## config.mk

```make
export PLATFORM = sky130hd
export DESIGN_NAME = pcs_program_counter
export DESIGN_NICKNAME = d
export VERILOG_FILES = /design/src/rtl/pcs_pkg.sv /design/src/rtl/pcs_program_counter.sv /design/src/rtl/pcs_return_stack.sv
export SDC_FILE = /design/constraint.sdc
export NUM_CORES = 1
export LEC_CHECK = 0
export BUFFER_PORTS_ARGS = -buffer_cell sky130_fd_sc_hd__buf_4
export CAP_MARGIN = 20
export CORE_MARGIN = 8
export CORE_UTILIZATION = 30
export DETAILED_ROUTE_END_ITERATION = 7
export GPL_ROUTABILITY_DRIVEN = 0
export PLACE_DENSITY = 0.45
export SLEW_MARGIN = 10
export SYNTH_ARGS = -nofsm -noshare
export SYNTH_HDL_FRONTEND = slang
export SYNTH_SLANG_ARGS = --single-unit
export TNS_END_PERCENT = 30
```

## constraint.sdc

```tcl
create_clock -name clk_i -period 4.35 [get_ports clk_i]
set_clock_uncertainty 0.2 [all_clocks]
set_input_delay 0.87 -clock clk_i [delete_from_list [all_inputs] [get_ports clk_i]]
set_output_delay 0.87 -clock clk_i [all_outputs]
set_load 0.1 [all_outputs]
```

## src/rtl/pcs_pkg.sv

```systemverilog
package pcs_pkg;

  localparam int unsigned PCS_PC_W     = 13;
  localparam int unsigned PCS_TGT_W    = 11;
  localparam int unsigned PCS_UPPER_W  = 5;
  localparam int unsigned PCS_STK_DEP  = 8;
  localparam int unsigned PCS_PAGE_MSB = 4;
  localparam int unsigned PCS_PAGE_LSB = 3;
  localparam int unsigned PCS_LATH_MSB = 4;

  // byte offsets on the register bus
  localparam logic [7:0] PCS_ADR_PCL   = 8'h00;
  localparam logic [7:0] PCS_ADR_LATH  = 8'h04;
  localparam logic [7:0] PCS_ADR_PCSTA = 8'h08;

  // values after reset, and the interrupt vector
  localparam logic [12:0] PCS_PC_RST   = 13'h0000;
  localparam logic [7:0]  PCS_LATH_RST = 8'h00;
  localparam logic [12:0] PCS_IRQ_VEC  = 13'h0004;

  typedef enum logic [3:0] {
    PCS_OP_NONE,
    PCS_OP_INC,
    PCS_OP_DIRECT_JUMP,
    PCS_OP_CALL,
    PCS_OP_IRQ,
    PCS_OP_RETURN,
    PCS_OP_LITERAL_EXIT,
    PCS_OP_INTERRUPT_EXIT,
    PCS_OP_PCL_WRITE,
    PCS_OP_LATH_WRITE
  } pcs_op_type;

  typedef struct packed {
    logic        valid;
    pcs_op_type  op;
    logic [10:0] target;
    logic [7:0]  data;
  } pcs_cmd_type;

endpackage

```

## src/rtl/pcs_program_counter.sv

```systemverilog
`timescale 1ns/1ps
module pcs_program_counter
  import pcs_pkg::*;
#(
  parameter logic [12:0] IRQ_VECTOR = PCS_IRQ_VEC
) (
  // clock and reset
  input  wire logic        clk_i,
  input  wire logic        rst_i,
  // wishbone slave
  input  wire logic        wb_cyc_i,
  input  wire logic        wb_stb_i,
  input  wire logic        wb_we_i,
  input  wire logic [7:0]  wb_adr_i,
  input  wire logic [3:0]  wb_sel_i,
  input  wire logic [31:0] wb_dat_i,
  output logic      [31:0] wb_dat_o,
  output logic             wb_ack_o,
  // instruction decoder side
  input  wire pcs_cmd_type core_cmd_i,
  output logic      [12:0] program_counter_o,
  output logic      [7:0]  pc_high_latch_o
);

  typedef struct packed {
    logic [12:0] pc;
    logic [7:0]  lath;
    logic        ack;
    logic [31:0] rdat;
  } pcs_state_type;

  pcs_state_type st_r;
  pcs_state_type st_nxt;

  logic        push;
  logic        pop;
  logic [12:0] push_dat;
  logic [12:0] stk_top;
  logic        bus_req;
  logic        bus_wr;
  logic        core_go;

  function automatic logic [12:0] pcs_next(input logic [12:0] p);
    pcs_next = 13'(p + 13'h0001);
  endfunction

  // upper bits only ever come from the latch, so a low-byte add cannot carry
  function automatic logic [12:0] pcs_pcl_load(input logic [7:0] lath, input logic [7:0] lo);
    pcs_pcl_load = {lath[PCS_LATH_MSB:0], lo};
  endfunction

  assign core_go = core_cmd_i.valid;
  // core has priority; the bus waits as long as a core command is valid rather than race the decoder
  assign bus_req = wb_cyc_i && wb_stb_i && !st_r.ack && !core_go;
  assign bus_wr  = bus_req && wb_we_i && wb_sel_i[0];

  assign push = core_go && (core_cmd_i.op == PCS_OP_CALL || core_cmd_i.op == PCS_OP_IRQ);
  assign pop  = core_go && (core_cmd_i.op == PCS_OP_RETURN ||
                            core_cmd_i.op == PCS_OP_LITERAL_EXIT ||
                            core_cmd_i.op == PCS_OP_INTERRUPT_EXIT);
  // call returns past itself; an interrupt resumes the instruction it preempted
  assign push_dat = (core_cmd_i.op == PCS_OP_CALL) ? pcs_next(st_r.pc) : st_r.pc;

  pcs_return_stack #(
    .DEPTH (PCS_STK_DEP),
    .WIDTH (PCS_PC_W)
  ) u_stack (
    .clk_i      (clk_i),
    .rst_i      (rst_i),
    .push_i     (push),
    .pop_i      (pop),
    .push_dat_i (push_dat),
    .top_o      (stk_top)
  );

  always_comb begin
    st_nxt     = st_r;
    st_nxt.ack = bus_req;
    if (bus_req) begin
      case (wb_adr_i)
        PCS_ADR_PCL:   st_nxt.rdat = {24'h000000, st_r.pc[7:0]};
        PCS_ADR_LATH:  st_nxt.rdat = {24'h000000, st_r.lath};
        PCS_ADR_PCSTA: st_nxt.rdat = {19'h00000, st_r.pc};
        default:       st_nxt.rdat = 32'h00000000;
      endcase
    end
    if (bus_wr) begin
      case (wb_adr_i)
        PCS_ADR_PCL:  st_nxt.pc   = pcs_pcl_load(st_r.lath, wb_dat_i[7:0]);
        PCS_ADR_LATH: st_nxt.lath = wb_dat_i[7:0];
        default:      st_nxt.lath = st_r.lath;
      endcase
    end
    if (core_go) begin
      case (core_cmd_i.op)
        PCS_OP_INC: st_nxt.pc = pcs_next(st_r.pc);
        PCS_OP_DIRECT_JUMP, PCS_OP_CALL: begin
          st_nxt.pc = {st_r.lath[PCS_PAGE_MSB:PCS_PAGE_LSB], core_cmd_i.target};
        end
        PCS_OP_IRQ: st_nxt.pc = IRQ_VECTOR;
        PCS_OP_RETURN, PCS_OP_LITERAL_EXIT, PCS_OP_INTERRUPT_EXIT: begin
          st_nxt.pc = stk_top;
        end
        PCS_OP_PCL_WRITE: begin
          st_nxt.pc = pcs_pcl_load(st_r.lath, core_cmd_i.data);
        end
        PCS_OP_LATH_WRITE: st_nxt.lath = core_cmd_i.data;
        default: st_nxt.pc = st_r.pc;
      endcase
    end
  end

  always_ff @(posedge clk_i) begin
    if (rst_i) begin
      st_r.pc   <= PCS_PC_RST;
      st_r.lath <= PCS_LATH_RST;
      st_r.ack  <= 1'b0;
      st_r.rdat <= 32'h00000000;
    end else begin
      st_r <= st_nxt;
    end
  end

  assign wb_dat_o          = st_r.rdat;
  assign wb_ack_o          = st_r.ack;
  assign program_counter_o = st_r.pc;
  assign pc_high_latch_o   = st_r.lath;
endmodule // pcs_program_counter

```

## src/rtl/pcs_return_stack.sv

```systemverilog
`timescale 1ns/1ps
module pcs_return_stack
  import pcs_pkg::*;
#(
  parameter int unsigned DEPTH = PCS_STK_DEP,
  parameter int unsigned WIDTH = PCS_PC_W
) (
  // clock and reset
  input  wire logic             clk_i,
  input  wire logic             rst_i,
  // stack actions
  input  wire logic             push_i,
  input  wire logic             pop_i,
  input  wire logic [WIDTH-1:0] push_dat_i,
  output logic      [WIDTH-1:0] top_o
);

  localparam int unsigned PW = $clog2(DEPTH);

  typedef struct packed {
    logic [DEPTH-1:0][WIDTH-1:0] ent;
    logic [PW-1:0]               ptr;
  } pcs_stk_type;

  pcs_stk_type st_r;
  pcs_stk_type st_nxt;

  function automatic logic [PW-1:0] pcs_wrap(input logic [PW-1:0] p, input logic up);
    pcs_wrap = up ? PW'(p + 1'b1) : PW'(p - 1'b1);
  endfunction

  // top is the last pushed slot; an empty stack just shows stale data
  assign top_o = st_r.ent[pcs_wrap(st_r.ptr, 1'b0)];

  always_comb begin
    st_nxt = st_r;
    if (push_i) begin
      st_nxt.ent[st_r.ptr] = push_dat_i;
      st_nxt.ptr           = pcs_wrap(st_r.ptr, 1'b1);
    end else if (pop_i) begin
      st_nxt.ptr = pcs_wrap(st_r.ptr, 1'b0);
    end
  end

  always_ff @(posedge clk_i) begin
    if (rst_i) begin
      st_r <= '0;
    end else begin
      st_r <= st_nxt;
    end
  end
endmodule // pcs_return_stack

```

==> results by group, run 1 <==
Global routing
  – Initial antenna violation count: 0
  – First-pass GRT wire length: 36,500 um
  – Maximum number of pins on one net before global-route repair: 68
  – GRT Residual Overflow: 0
  – GRT Total Usage: between 15 and 20%
  – Number of global-route vias before repair: around 6,000

Placement
  – Input/output buffers: 80
  – Detail Placement HPWL: about 17,000 um
  – Post-Place Cells: about 1,200
  – Post-Place Cell Area: 8210 um^2

Drt
  – Vias/cell: about 5.1
  – Antenna viol nets, final: 0
  – DRC viols: 0
  – WL/cell: a little under 20 um
  – DRT Pass-1 Iters: 4
  – DR vias: between 6,000 and 7,000
  – Routed wire length: around 24,000 um
  – Initial DRC Count: between 300 and 400

Final layout
  – Final Non-Filler Cells: between 1,000 and 1,500
  – Antenna cells: 0
  – Final Cell Area: approximately 8800 um^2
  – Layout cell share with drive strength beyond 1: between 20% and 30%
  – Area grow syn2layout: 20.0%
  – Nets: between 900 and 1,000

STA
  – RSZ-0062 raised after global routing: false
  – Fin crit period: between 3000 and 4000 ps
  – Fmax: 313 MHz
  – Slew @ Worst Pin: roughly 900 ps
  – Fin crit share: 73.4%
  – Relative slew slack: 39.5%
  – Setup TNS: 0 ps
  – Final Max Slew Viols: 0
  – Final Hold Fails: 0
  – Final setup fails: 0

Power
  – Static Leak: roughly 0.0029 uW
  – PwrDens: approximately 380 nW/um^2
  – Max rail drop VDD: around 210 uV

Worst hold path
  – HP Class: flip-flop to flip-flop
  – Hold Crit Depth: 2
  – Hold path startpoint: wb_dat_o[11]
  – Worst Hold End: wb_dat_o[11]

Critical path
  – Worst setup SP type: flip-flop
  – Crit path kind: flip-flop to flip-flop
  – Reg-to-reg setup timing slack: 1160 ps
  – WP data required: 4430 ps
  – Crit path cell chain: inv_1 -> ha_1 -> xnor2_2 -> mux4_2 -> mux2i_1 -> o221ai_1 -> o2111ai_1 -> o21ai_0
  – Reg-to-Reg End: program_counter_o[3]
  – Worst R2R Start: u_stack.st_r[1]
  – Slowest stage cell, crit path: xnor2_2
  – Max incr delay on CP: 650 ps
  – Crit. End Element: flip-flop
  – Arrival @ worst endpoint: roughly 3300 ps
  – CP max FO: 9
  – R2R cell count: 8

CTS
  – Setup repair bufs after CTS: 0
  – Total CTS buffers: 17
  – CTS Sinks: approximately 140
  – H-tree lvl count: 4
  – CTS Root Cell: clkbuf_16
  – CTS Hold Bufs: 0
  – Post-CTS sizing: 0
  – Clock buffer depth: 2
  – Clock latency at the later pin of the worst-skew pair: 430 ps
  – CTS tree: built
  – Clock-pin slew on the worst setup and hold paths: roughly 60 ps

Yosys
  – Most frequent cell after synthesis: dfxtp_1
  – Main flop type after synthesis: dfxtp_1
  – Cells after synthesis: 827
  – Syn. warnings: 0
  – Syn_area_per_cell: 8.85 um^2
  – Yosys cell types: 67
  – Register bit total from synthesis: 142
  – Async SR Flop Fraction: 0%
  – EDFF count, synth: 0
  – Share of the synthesized area in the top cell type: between 30% and 40%
  – Area leader, netlist: dfxtp_1
  – Register area share after synthesis: 38.9%
  – Top post-synthesis cells by count: dfxtp_1 (142), nor2_1 (141), a211oi_1 (105), clkbuf_1 (39), mux2i_1 (38)
  – Cell Area, Synth: between 7000 and 8000 um^2
  – Dominant cells by area after synthesis: dfxtp_1 (39%), a211oi_1 (11%), nor2_1 (7.2%)

Die
  – Initial core utilization: just over 30%
  – Die area: 29,600 um^2
  – Std cell rows: 57
  – Die width: approximately 170 um
  – Core ar.: roughly 24,000 um^2
  – Ports: ~130
  – Die extent in y: 172 um

Outcome
  – Status: complete, no violations

Job
  – MaxCap Viol Count: 0
==> where the power goes <==
group	switching [uW]	total [uW]	leakage (uW)	internal [uW]
logic	407	566	0.00152	158
registers	41.8	1370	0.00115	1320
clock network	620	1430	0.000277	815
total	1070	3370	0.00295	2300
==> routing by layer <==
| metal | track usage, % | wire [um] | vias to the layer above |
|---|---|---|---|
| met2 | 24.5 | 10300 | 173 |
| li1 | - | - | 3108 |
| met5 | 0 | 0 | - |
| met4 | 4.27 | 327 | 0 |
| met3 | 3.72 | 1530 | 20 |
| met1 | 22.4 | 11700 | 2952 |
==> flip-flops by register name, indices dropped and copies added, names as in the netlist <==
register,count
pc_high_latch_o,8
program_counter_o,13
u_stack.st_r,107
wb_ack_o,1
wb_dat_o,13
==> worst max-delay path: cells and delay by family, from the launching register on <==
kind            cells  cell delay [ps]
buf+inv             1              100
xor+xnor            1              650
mux                 2              920
fa+ha+maj           1              240
compound gates      3              400
flops               1              530
==> per-stage QoR <==
step	utilization [%]	power [uW]	setup WS [ps]	hold WS [ps]
2_1_floorplan	-	1810	1160	246
3_3_place_gp	34.0	1960	963	240
3_5_place_dp	34.0	1960	976	249
4_1_cts	36.4	3410	1130	258
5_1_grt	36.4	3500	958	292
6_report	36.4	3370	1160	254
==> cells by family after synthesis <==
family                   Yosys count  synth area share [%]
multiplexers                      58                  11.2
flip-flops                       142                  38.9
other                              1                0.0513
buffers and inverters            103                  6.76
adder cells (fa/ha/maj)            3                 0.513
AO/OA/AOI/OAI                    233                  22.8
AND/OR/NAND/NOR                  265                  17.2
XOR/XNOR                          22                  2.63
==> worst max path at each step <==
stage / startpoint / cells past startpoint / end / slack [ps]
floorplan: u_stack.st_r[0] / 10 / program_counter_o[1] / 1160
CTS: u_stack.st_r[1] / 8 / program_counter_o[3] / 1130
global placement: core_cmd_i[19] / 8 / u_stack.st_r[11] / 960
finish: u_stack.st_r[1] / 8 / program_counter_o[3] / 1160
detailed placement: wb_adr_i[1] / 7 / program_counter_o[10] / 980
global route: u_stack.st_r[1] / 8 / program_counter_o[3] / 960
==> final cells by class <==
class / count / area, um^2
sequential: 142 / 2840
clock buffer: 19 / 443
clock inverter: 13 / 128
multi-input combinational: 600 / 4070
fill: 2578 / 15300
inverter: 13 / 48.8
timing repair buffer: 107 / 841
tap: 324 / 405
==> cells in the final DEF (no fill, tap or decap), types with 4 or more instances in the layout <==
cell type	n
nor2_1	141
dfxtp_1	141
a211oi_1	105
buf_4	104
mux2i_1	38
nand2_1	33
o21ai_0	28
a21oi_1	24
mux4_2	19
conb_1	19
clkbuf_16	17
nand3_1	14
nor3_1	14
nand2b_1	13
xnor2_1	13
inv_1	12
nor2b_1	11
a221oi_1	9
xor2_1	8
o21a_1	8
a31oi_1	8
o22ai_1	7
o221ai_1	7
nor2_2	6
a22oi_1	6
a2111oi_0	6
inv_6	6
nand4_1	5
nand3b_1	4
No activity file was read; power rests on OpenSTA's default activity.
==> run 2, diff against run 1 <==
PLACE_DENSITY = 0.47   (was 0.45)
clock period = 2.65 ns   (was 4.35 ns; I/O delays follow)
==> results by group, run 2 (synthesis gave the netlist of run 1 again) <==
Outcome
  – Status: complete, no violations

Global routing
  – GRT Total Usage: 16.8% (+0.74 points)
  – Maximum number of pins on one net before global-route repair: 115 (+69%)
  – Initial antenna violation count: 0 (unchanged)
  – First-pass GRT wire length: 38,300 um (+5.1%)
  – GRT Residual Overflow: 0 (unchanged)
  – Number of global-route vias before repair: 6,351 (+6.0%)

STA
  – Final setup fails: 0 (unchanged)
  – Final Hold Fails: 0 (unchanged)
  – Final Max Slew Viols: 0 (unchanged)
  – Fin crit share: 95.6% (+22 points)
  – Slew @ Worst Pin: 910 ps (+9.05 ps)
  – Relative slew slack: 38.9% (-0.61 points)
  – RSZ-0062 raised after global routing: false
  – Fin crit period: 2530 ps (-658 ps)
  – Fmax: 395 MHz (+26%)

Die
  – Ports: 127 (unchanged)
  – Std cell rows: 57 (unchanged)
  – Die width: 172 um (unchanged)
  – Initial core utilization: 30.3% (unchanged)
  – Core ar.: 24,100 um^2 (unchanged)
  – Die area: 29,600 um^2 (unchanged)
  – Die extent in y: 172 um (unchanged)

Worst hold path
  – HP Class: primary input to flip-flop

CTS
  – Total CTS buffers: 17 (unchanged)
  – Setup repair bufs after CTS: 0 (unchanged)
  – H-tree lvl count: 4 (unchanged)
  – CTS Sinks: 142 (unchanged)
  – Clock buffer depth: 2 (unchanged)
  – Clock latency at the later pin of the worst-skew pair: 430 ps (about the same)
  – Clock-pin slew on the worst setup and hold paths: 60 ps (about the same)
  – CTS Root Cell: clkbuf_16
  – CTS tree: built

Final layout
  – FILL cells: 2,507 (-2.8%)
  – Layout cell share with drive strength beyond 1: 24.8% (+4.7 points)
  – Area grow syn2layout: 26.4%
  – Max reg flops: 107 (unchanged)
  – Antenna cells: 0 (unchanged)
  – Final core occ: 38.4% (+2.0 points)
  – Area of the multi-input gates: 4090 um^2 (+0.62%)
  – Commonest cells after routing, fill and taps aside: buf_4 (143), nor2_1 (141), dfxtp_1 (135)
  – Final Non-Filler Cells: 1,265 (+3.9%)
  – Top reg by flops: u_stack.st_r
  – Storage cell area: 2850 um^2 (+0.26%)
  – Most common cell after layout, fill and taps aside: buf_4
  – Nets: 1,004 (+4.9%)

Critical path
  – CP max FO: 5 (-4)
  – Reg-to-reg setup timing slack: 120 ps (-1040 ps)
  – Arrival @ worst endpoint: 2640 ps (-640 ps)
  – WP data required: 2750 ps (-1680 ps)
  – Crit path kind: flip-flop to flip-flop
  – Worst setup SP type: flip-flop
  – Crit. End Element: flip-flop

Placement
  – Post-Place Cells: 1,233 (+4.0%)
  – Input/output buffers: 80 (unchanged)
  – Detail Placement HPWL: 17,100 um (+2.7%)

Drt
  – WL/cell: 19.4 um (-0.99%)
  – Routed wire length: 24,500 um (+2.8%)
  – DRC viols: 0 (unchanged)
  – Vias/cell: 5.13 (about the same)
  – Initial DRC Count: 491 (+54%)
  – DR vias: 6,495 (+3.9%)
  – DRT Pass-1 Iters: 5 (+1)
  – Antenna viol nets, final: 0 (unchanged)

Power
  – Max rail drop VDD: 411 uV (+93%)
  – Static Leak: 0.00319 uW (+8.4%)
  – PwrDens: 601 nW/um^2 (+57%)

Job
  – MaxCap Viol Count: 0 (unchanged)
-- run 2: cell count changes in the layout (fill, tap and decap cells not counted), moves of 6 or more --
cell and change:
buf_12 +8, buf_4 +39, dfxtp_1 -6, dfxtp_2 +6
-- run 2: per-stage QoR --
| stage | setup WS [ps] | hold slack [ps] | setup TNS [ps] | total power (uW) | instance area, um^2 |
|---|---|---|---|---|---|
| floorplan | 3.63 | 246 | 0 | 2980 | 7420 |
| CTS | 118 | 197 | 0 | 5600 | 9240 |
| global route | 17.4 | 201 | 0 | 5780 | 9250 |
| detailed placement | -129 | 249 | -330 | 3300 | 8680 |
| finish | 116 | 211 | 0 | 5560 | 9250 |
| global placement | -107 | 241 | -368 | 3300 | 8680 |
-- run 2: critical path: stages, from the launching register on --
cell     delay [ps]
dfxtp_2         350
inv_1            80
ha_4            190
xnor2_4         280
buf_4           210
mux4_2          490
mux2i_1         320
o22a_1          210
o22ai_1          70
-- run 2: worst paths after layout --
check,cells after the start,from,endpoint
max,8,u_stack.st_r[0],program_counter_o[6]
min,3,core_cmd_i[0],pc_high_latch_o[0]
max reg2reg,8,u_stack.st_r[0],program_counter_o[6]
min reg2reg,2,wb_dat_o[12],wb_dat_o[12]
-- run 2: layout make-up --
| cell class | count | share of cell area [%] |
|---|---|---|
| well taps | 324 | 4.38 |
| multi-input cells | 600 | 44.2 |
| clock buffers | 20 | 4.94 |
| clock inverters | 12 | 1.11 |
| inverters | 13 | 0.528 |
| flip-flops and latches | 142 | 30.8 |
| repair buffers | 154 | 14.0 |
-- run 2: timing repair --
item,CTS,global route
gates resized for setup,0,2
hold endpoints to repair,0,0
hold buffers,0,0
endpoints found under the setup margin,0,5
-- run 2: power by group --
part	switching [uW]	internal, uW	total, uW
clock	1030	1270	2300
combinational	716	327	1040
sequential	43.1	2170	2220
-- run 2: routing by layer --
metal | GRT usage (%) | vias to the layer above | part of all wire (%)
met5 | 0 | - | 0
met1 | 22.3 | 3064 | 46
li1 | - | 3215 | -
met3 | 3.40 | 37 | 5.7
met2 | 26.9 | 179 | 46
met4 | 5.62 | 0 | 2.4
==> run 3, diff against run 2 <==
ABC_AREA = 1   (was default)
PLACE_DENSITY = 0.46   (was 0.47)
==> results by group, run 3 <==
Outcome
  – Status: complete, no violations

Critical path
  – Worst setup SP type: flip-flop
  – Crit path buffers/inverters: 3 (+1)
  – Arrival @ worst endpoint: 2400 ps (-240 ps)
  – WP data required: 2750 ps (about the same)
  – Crit path cell chain: inv_1 -> ha_1 -> inv_1 -> buf_12 -> nand3_1 -> nand2_1 -> nand2_1 -> nand3_1 -> nand3_1 -> a21oi_1 -> nor2_1
  – CP max FO: 29 (+24)
  – Critical path's most frequent cell: nand3_1
  – Crit. End Element: flip-flop
  – Worst path top cell family by delay: simple AND/OR/NAND/NOR gates
  – Slowest stage cell, crit path: dfxtp_1
  – Crit path kind: flip-flop to flip-flop
  – Max incr delay on CP: 430 ps (-60 ps)

STA
  – Fin crit period: 2290 ps (-240 ps)
  – Final Hold Fails: 0 (unchanged)
  – Fmax: 436 MHz (+10%)
  – Worst hold slack: 134 ps (-77.3 ps)
  – Setup TNS: 0 ps (unchanged)
  – Slew @ Worst Pin: 859 ps (-50.8 ps)
  – Final WS setup: 356 ps (+240 ps)
  – Final Max Slew Viols: 0 (unchanged)
  – RSZ-0062 raised after global routing: false
  – Fin crit share: 86.6% (-9.1 points)
  – Relative slew slack: 42.3% (+3.4 points)
  – Final setup fails: 0 (unchanged)

Yosys
  – Register bit total from synthesis: 142 (unchanged)
  – Cells after synthesis: 1,172 (+42%)
  – Top post-synthesis cells by count: nand2_1 (249), dfxtp_1 (142), a21oi_1 (135), nand3_1 (132), o21ai_0 (120)
  – Area leader, netlist: dfxtp_1
  – Async SR Flop Fraction: 0% (unchanged)
  – Register area share after synthesis: 36.3% (-2.5 points)
  – Syn_area_per_cell: 6.68 um^2 (-25%)
  – Cell Area, Synth: 7830 um^2 (+7.0%)
  – Main flop type after synthesis: dfxtp_1
  – EDFF count, synth: 0 (unchanged)
  – Most frequent cell after synthesis: nand2_1
  – Yosys cell types: 40 (-40%)
  – Dominant cells by area after synthesis: dfxtp_1 (36%), nand2_1 (12%), a21oi_1 (8.6%)
  – Syn. warnings: 0 (unchanged)
  – Share of the synthesized area in the top cell type: 36.3% (-2.5 points)

CTS
  – Total CTS buffers: 17 (unchanged)
  – Clock buffer depth: 2 (unchanged)
  – CTS Hold Bufs: 0 (unchanged)
  – CTS Root Cell: clkbuf_16
  – Clock latency at the later pin of the worst-skew pair: 430 ps (about the same)
  – CTS Sinks: 142 (unchanged)
  – H-tree lvl count: 4 (unchanged)
  – Post-CTS sizing: 0 (unchanged)
  – CTS tree: built
  – Setup repair bufs after CTS: 0 (unchanged)
  – Clock-pin slew on the worst setup and hold paths: 70 ps (about the same)

Job
  – MaxCap Viol Count: 0 (unchanged)

Power
  – Register share of total power: 38.3% (-1.6 points)
  – Switching power of the nets: 1890 uW (+5.8%)
  – Max rail drop VDD: 422 uV (+2.6%)
  – Sw Ratio: 32.6% (+0.40 points)
  – Gate power share: 19.6% (+0.8 points)
  – Static Leak: 0.00402 uW (+26%)
  – PwrDens: 618 nW/um^2 (+2.9%)
  – Clock Power Share: 42.1% (+0.8 points)
  – Int Power: 3920 uW (+3.8%)

Final layout
  – Most common cell after layout, fill and taps aside: nand2_1
  – Max reg flops: 107 (unchanged)
  – Commonest cells after routing, fill and taps aside: nand2_1 (249), dfxtp_1 (141), a21oi_1 (135)
  – Final core occ: 36.3% (-2.0 points)
  – Area grow syn2layout: 20.0%
  – Final Cell Area: 9390 um^2 (+1.5%)
  – Layout cell share with drive strength beyond 1: 15.9% (-8.9 points)
  – FILL cells: 2,826 (+13%)
  – Antenna cells: 0 (unchanged)
  – Top reg by flops: u_stack.st_r
  – Nets: 1,322 (+32%)

Die
  – Die width: 178 um (+3.1%)
  – Die area: 31,500 um^2 (+6.3%)
  – Initial core utilization: 30.3% (-0.063 points)
  – Ports: 127 (unchanged)
  – Std cell rows: 59 (+3.5%)
  – Die extent in y: 178 um (+3.1%)
  – Core ar.: 25,800 um^2 (+7.2%)

Placement
  – Post-Place Cell Area: 8800 um^2 (+1.4%)
  – Dpl ws: 172 ps (+301 ps)
  – Detail Placement HPWL: 19,100 um (+12%)
  – Input/output buffers: 80 (unchanged)

Global routing
  – GRT Residual Overflow: 0 (unchanged)
  – First-pass GRT wire length: 42,700 um (+11%)
  – Initial antenna violation count: 0 (unchanged)
  – Number of global-route vias before repair: 7,521 (+18%)
  – GRT Total Usage: 17.3% (+0.44 points)
  – Maximum number of pins on one net before global-route repair: 80 (-30%)

Drt
  – Initial DRC Count: 504 (+2.6%)
  – DR vias: 7,820 (+20%)
  – Antenna viol nets, final: 0 (unchanged)
  – Vias/cell: 4.91 (-4.5%)
  – DRT Pass-1 Iters: 5 (unchanged)
  – Routed wire length: 26,800 um (+9.4%)
  – WL/cell: 16.8 um (-13%)
  – DRC viols: 0 (unchanged)

Worst hold path
  – HP Class: primary input to flip-flop
[run 3: cell count changes after synthesis, moves of 11 or more]
cell,previous run,this run
a21oi_1,24,135
nand2b_1,13,0
nor2_1,141,77
mux4_2,19,0
a211oi_1,105,0
o21ai_0,28,120
nand3_1,14,132
nor3_1,14,2
inv_1,12,108
mux2i_1,38,0
nand2_1,33,249
nor2b_1,11,0
xnor2_1,14,0
o211ai_1,3,34
[run 3: layout make-up]
type / instances / area (um^2) / share of cell area, %
Multi-Input combinational cell: 839 / 4100 / 43.7
Sequential cell: 142 / 2840 / 30.3
Timing Repair Buffer: 125 / 976 / 10.4
Inverter: 121 / 458 / 4.88
Clock buffer: 20 / 457 / 4.86
Tap cell: 335 / 419 / 4.46
Clock inverter: 12 / 134 / 1.43
[run 3: worst min-delay path: stages]
cell and delay, ps:
buf_4 80, nor2_1 30, nor2_1 80
[run 3: power by group through the flow]
stage	clock network [uW]	logic, uW	registers, uW
2_1_floorplan	0	620	2430
3_3_place_gp	0	1140	2270
3_5_place_dp	0	1140	2270
4_1_cts	2500	1140	2220
5_1_grt	2600	1230	2230
6_report	2440	1140	2220
[run 3: per-stage QoR]
step | power, uW | instances
2_1_floorplan | 3050 | 1190
3_3_place_gp | 3410 | 1562
3_5_place_dp | 3410 | 1562
4_1_cts | 5870 | 1594
5_1_grt | 6060 | 1594
6_report | 5810 | 1594
[run 3: final timing paths]
kind	cells past startpoint	slack [ps]	end	startpoint
worst min register to register	2	250	u_stack.st_r[69]	u_stack.st_r[69]
worst min-delay path	3	130	pc_high_latch_o[0]	core_cmd_i[0]
worst max-delay path	11	360	program_counter_o[12]	u_stack.st_r[1]
worst max register to register	11	360	program_counter_o[12]	u_stack.st_r[1]
[run 3: cell families (layout without fill, tap and decap cells)]
logic type	Yosys count	count (layout)	share of synthesized area, %
other cells	1	19	0.0479
buf+inv	209	278	12.1
simple gates	499	499	28.4
xor+xnor	8	8	0.991
flops	142	142	36.3
fa+ha+maj	3	3	0.480
compound gates	310	310	21.7
[run 3: per-layer routing]
| metal | wire length (um) | part of all wire, % | global-route usage, % | vias up |
|---|---|---|---|---|
| met3 | 1480 | 5.5 | 3.85 | 34 |
| li1 | - | - | - | 3989 |
| met1 | 12500 | 47 | 22.5 | 3591 |
| met2 | 12300 | 46 | 28.0 | 206 |
| met5 | 0 | 0 | 0 | - |
| met4 | 560 | 2.1 | 5.31 | 0 |
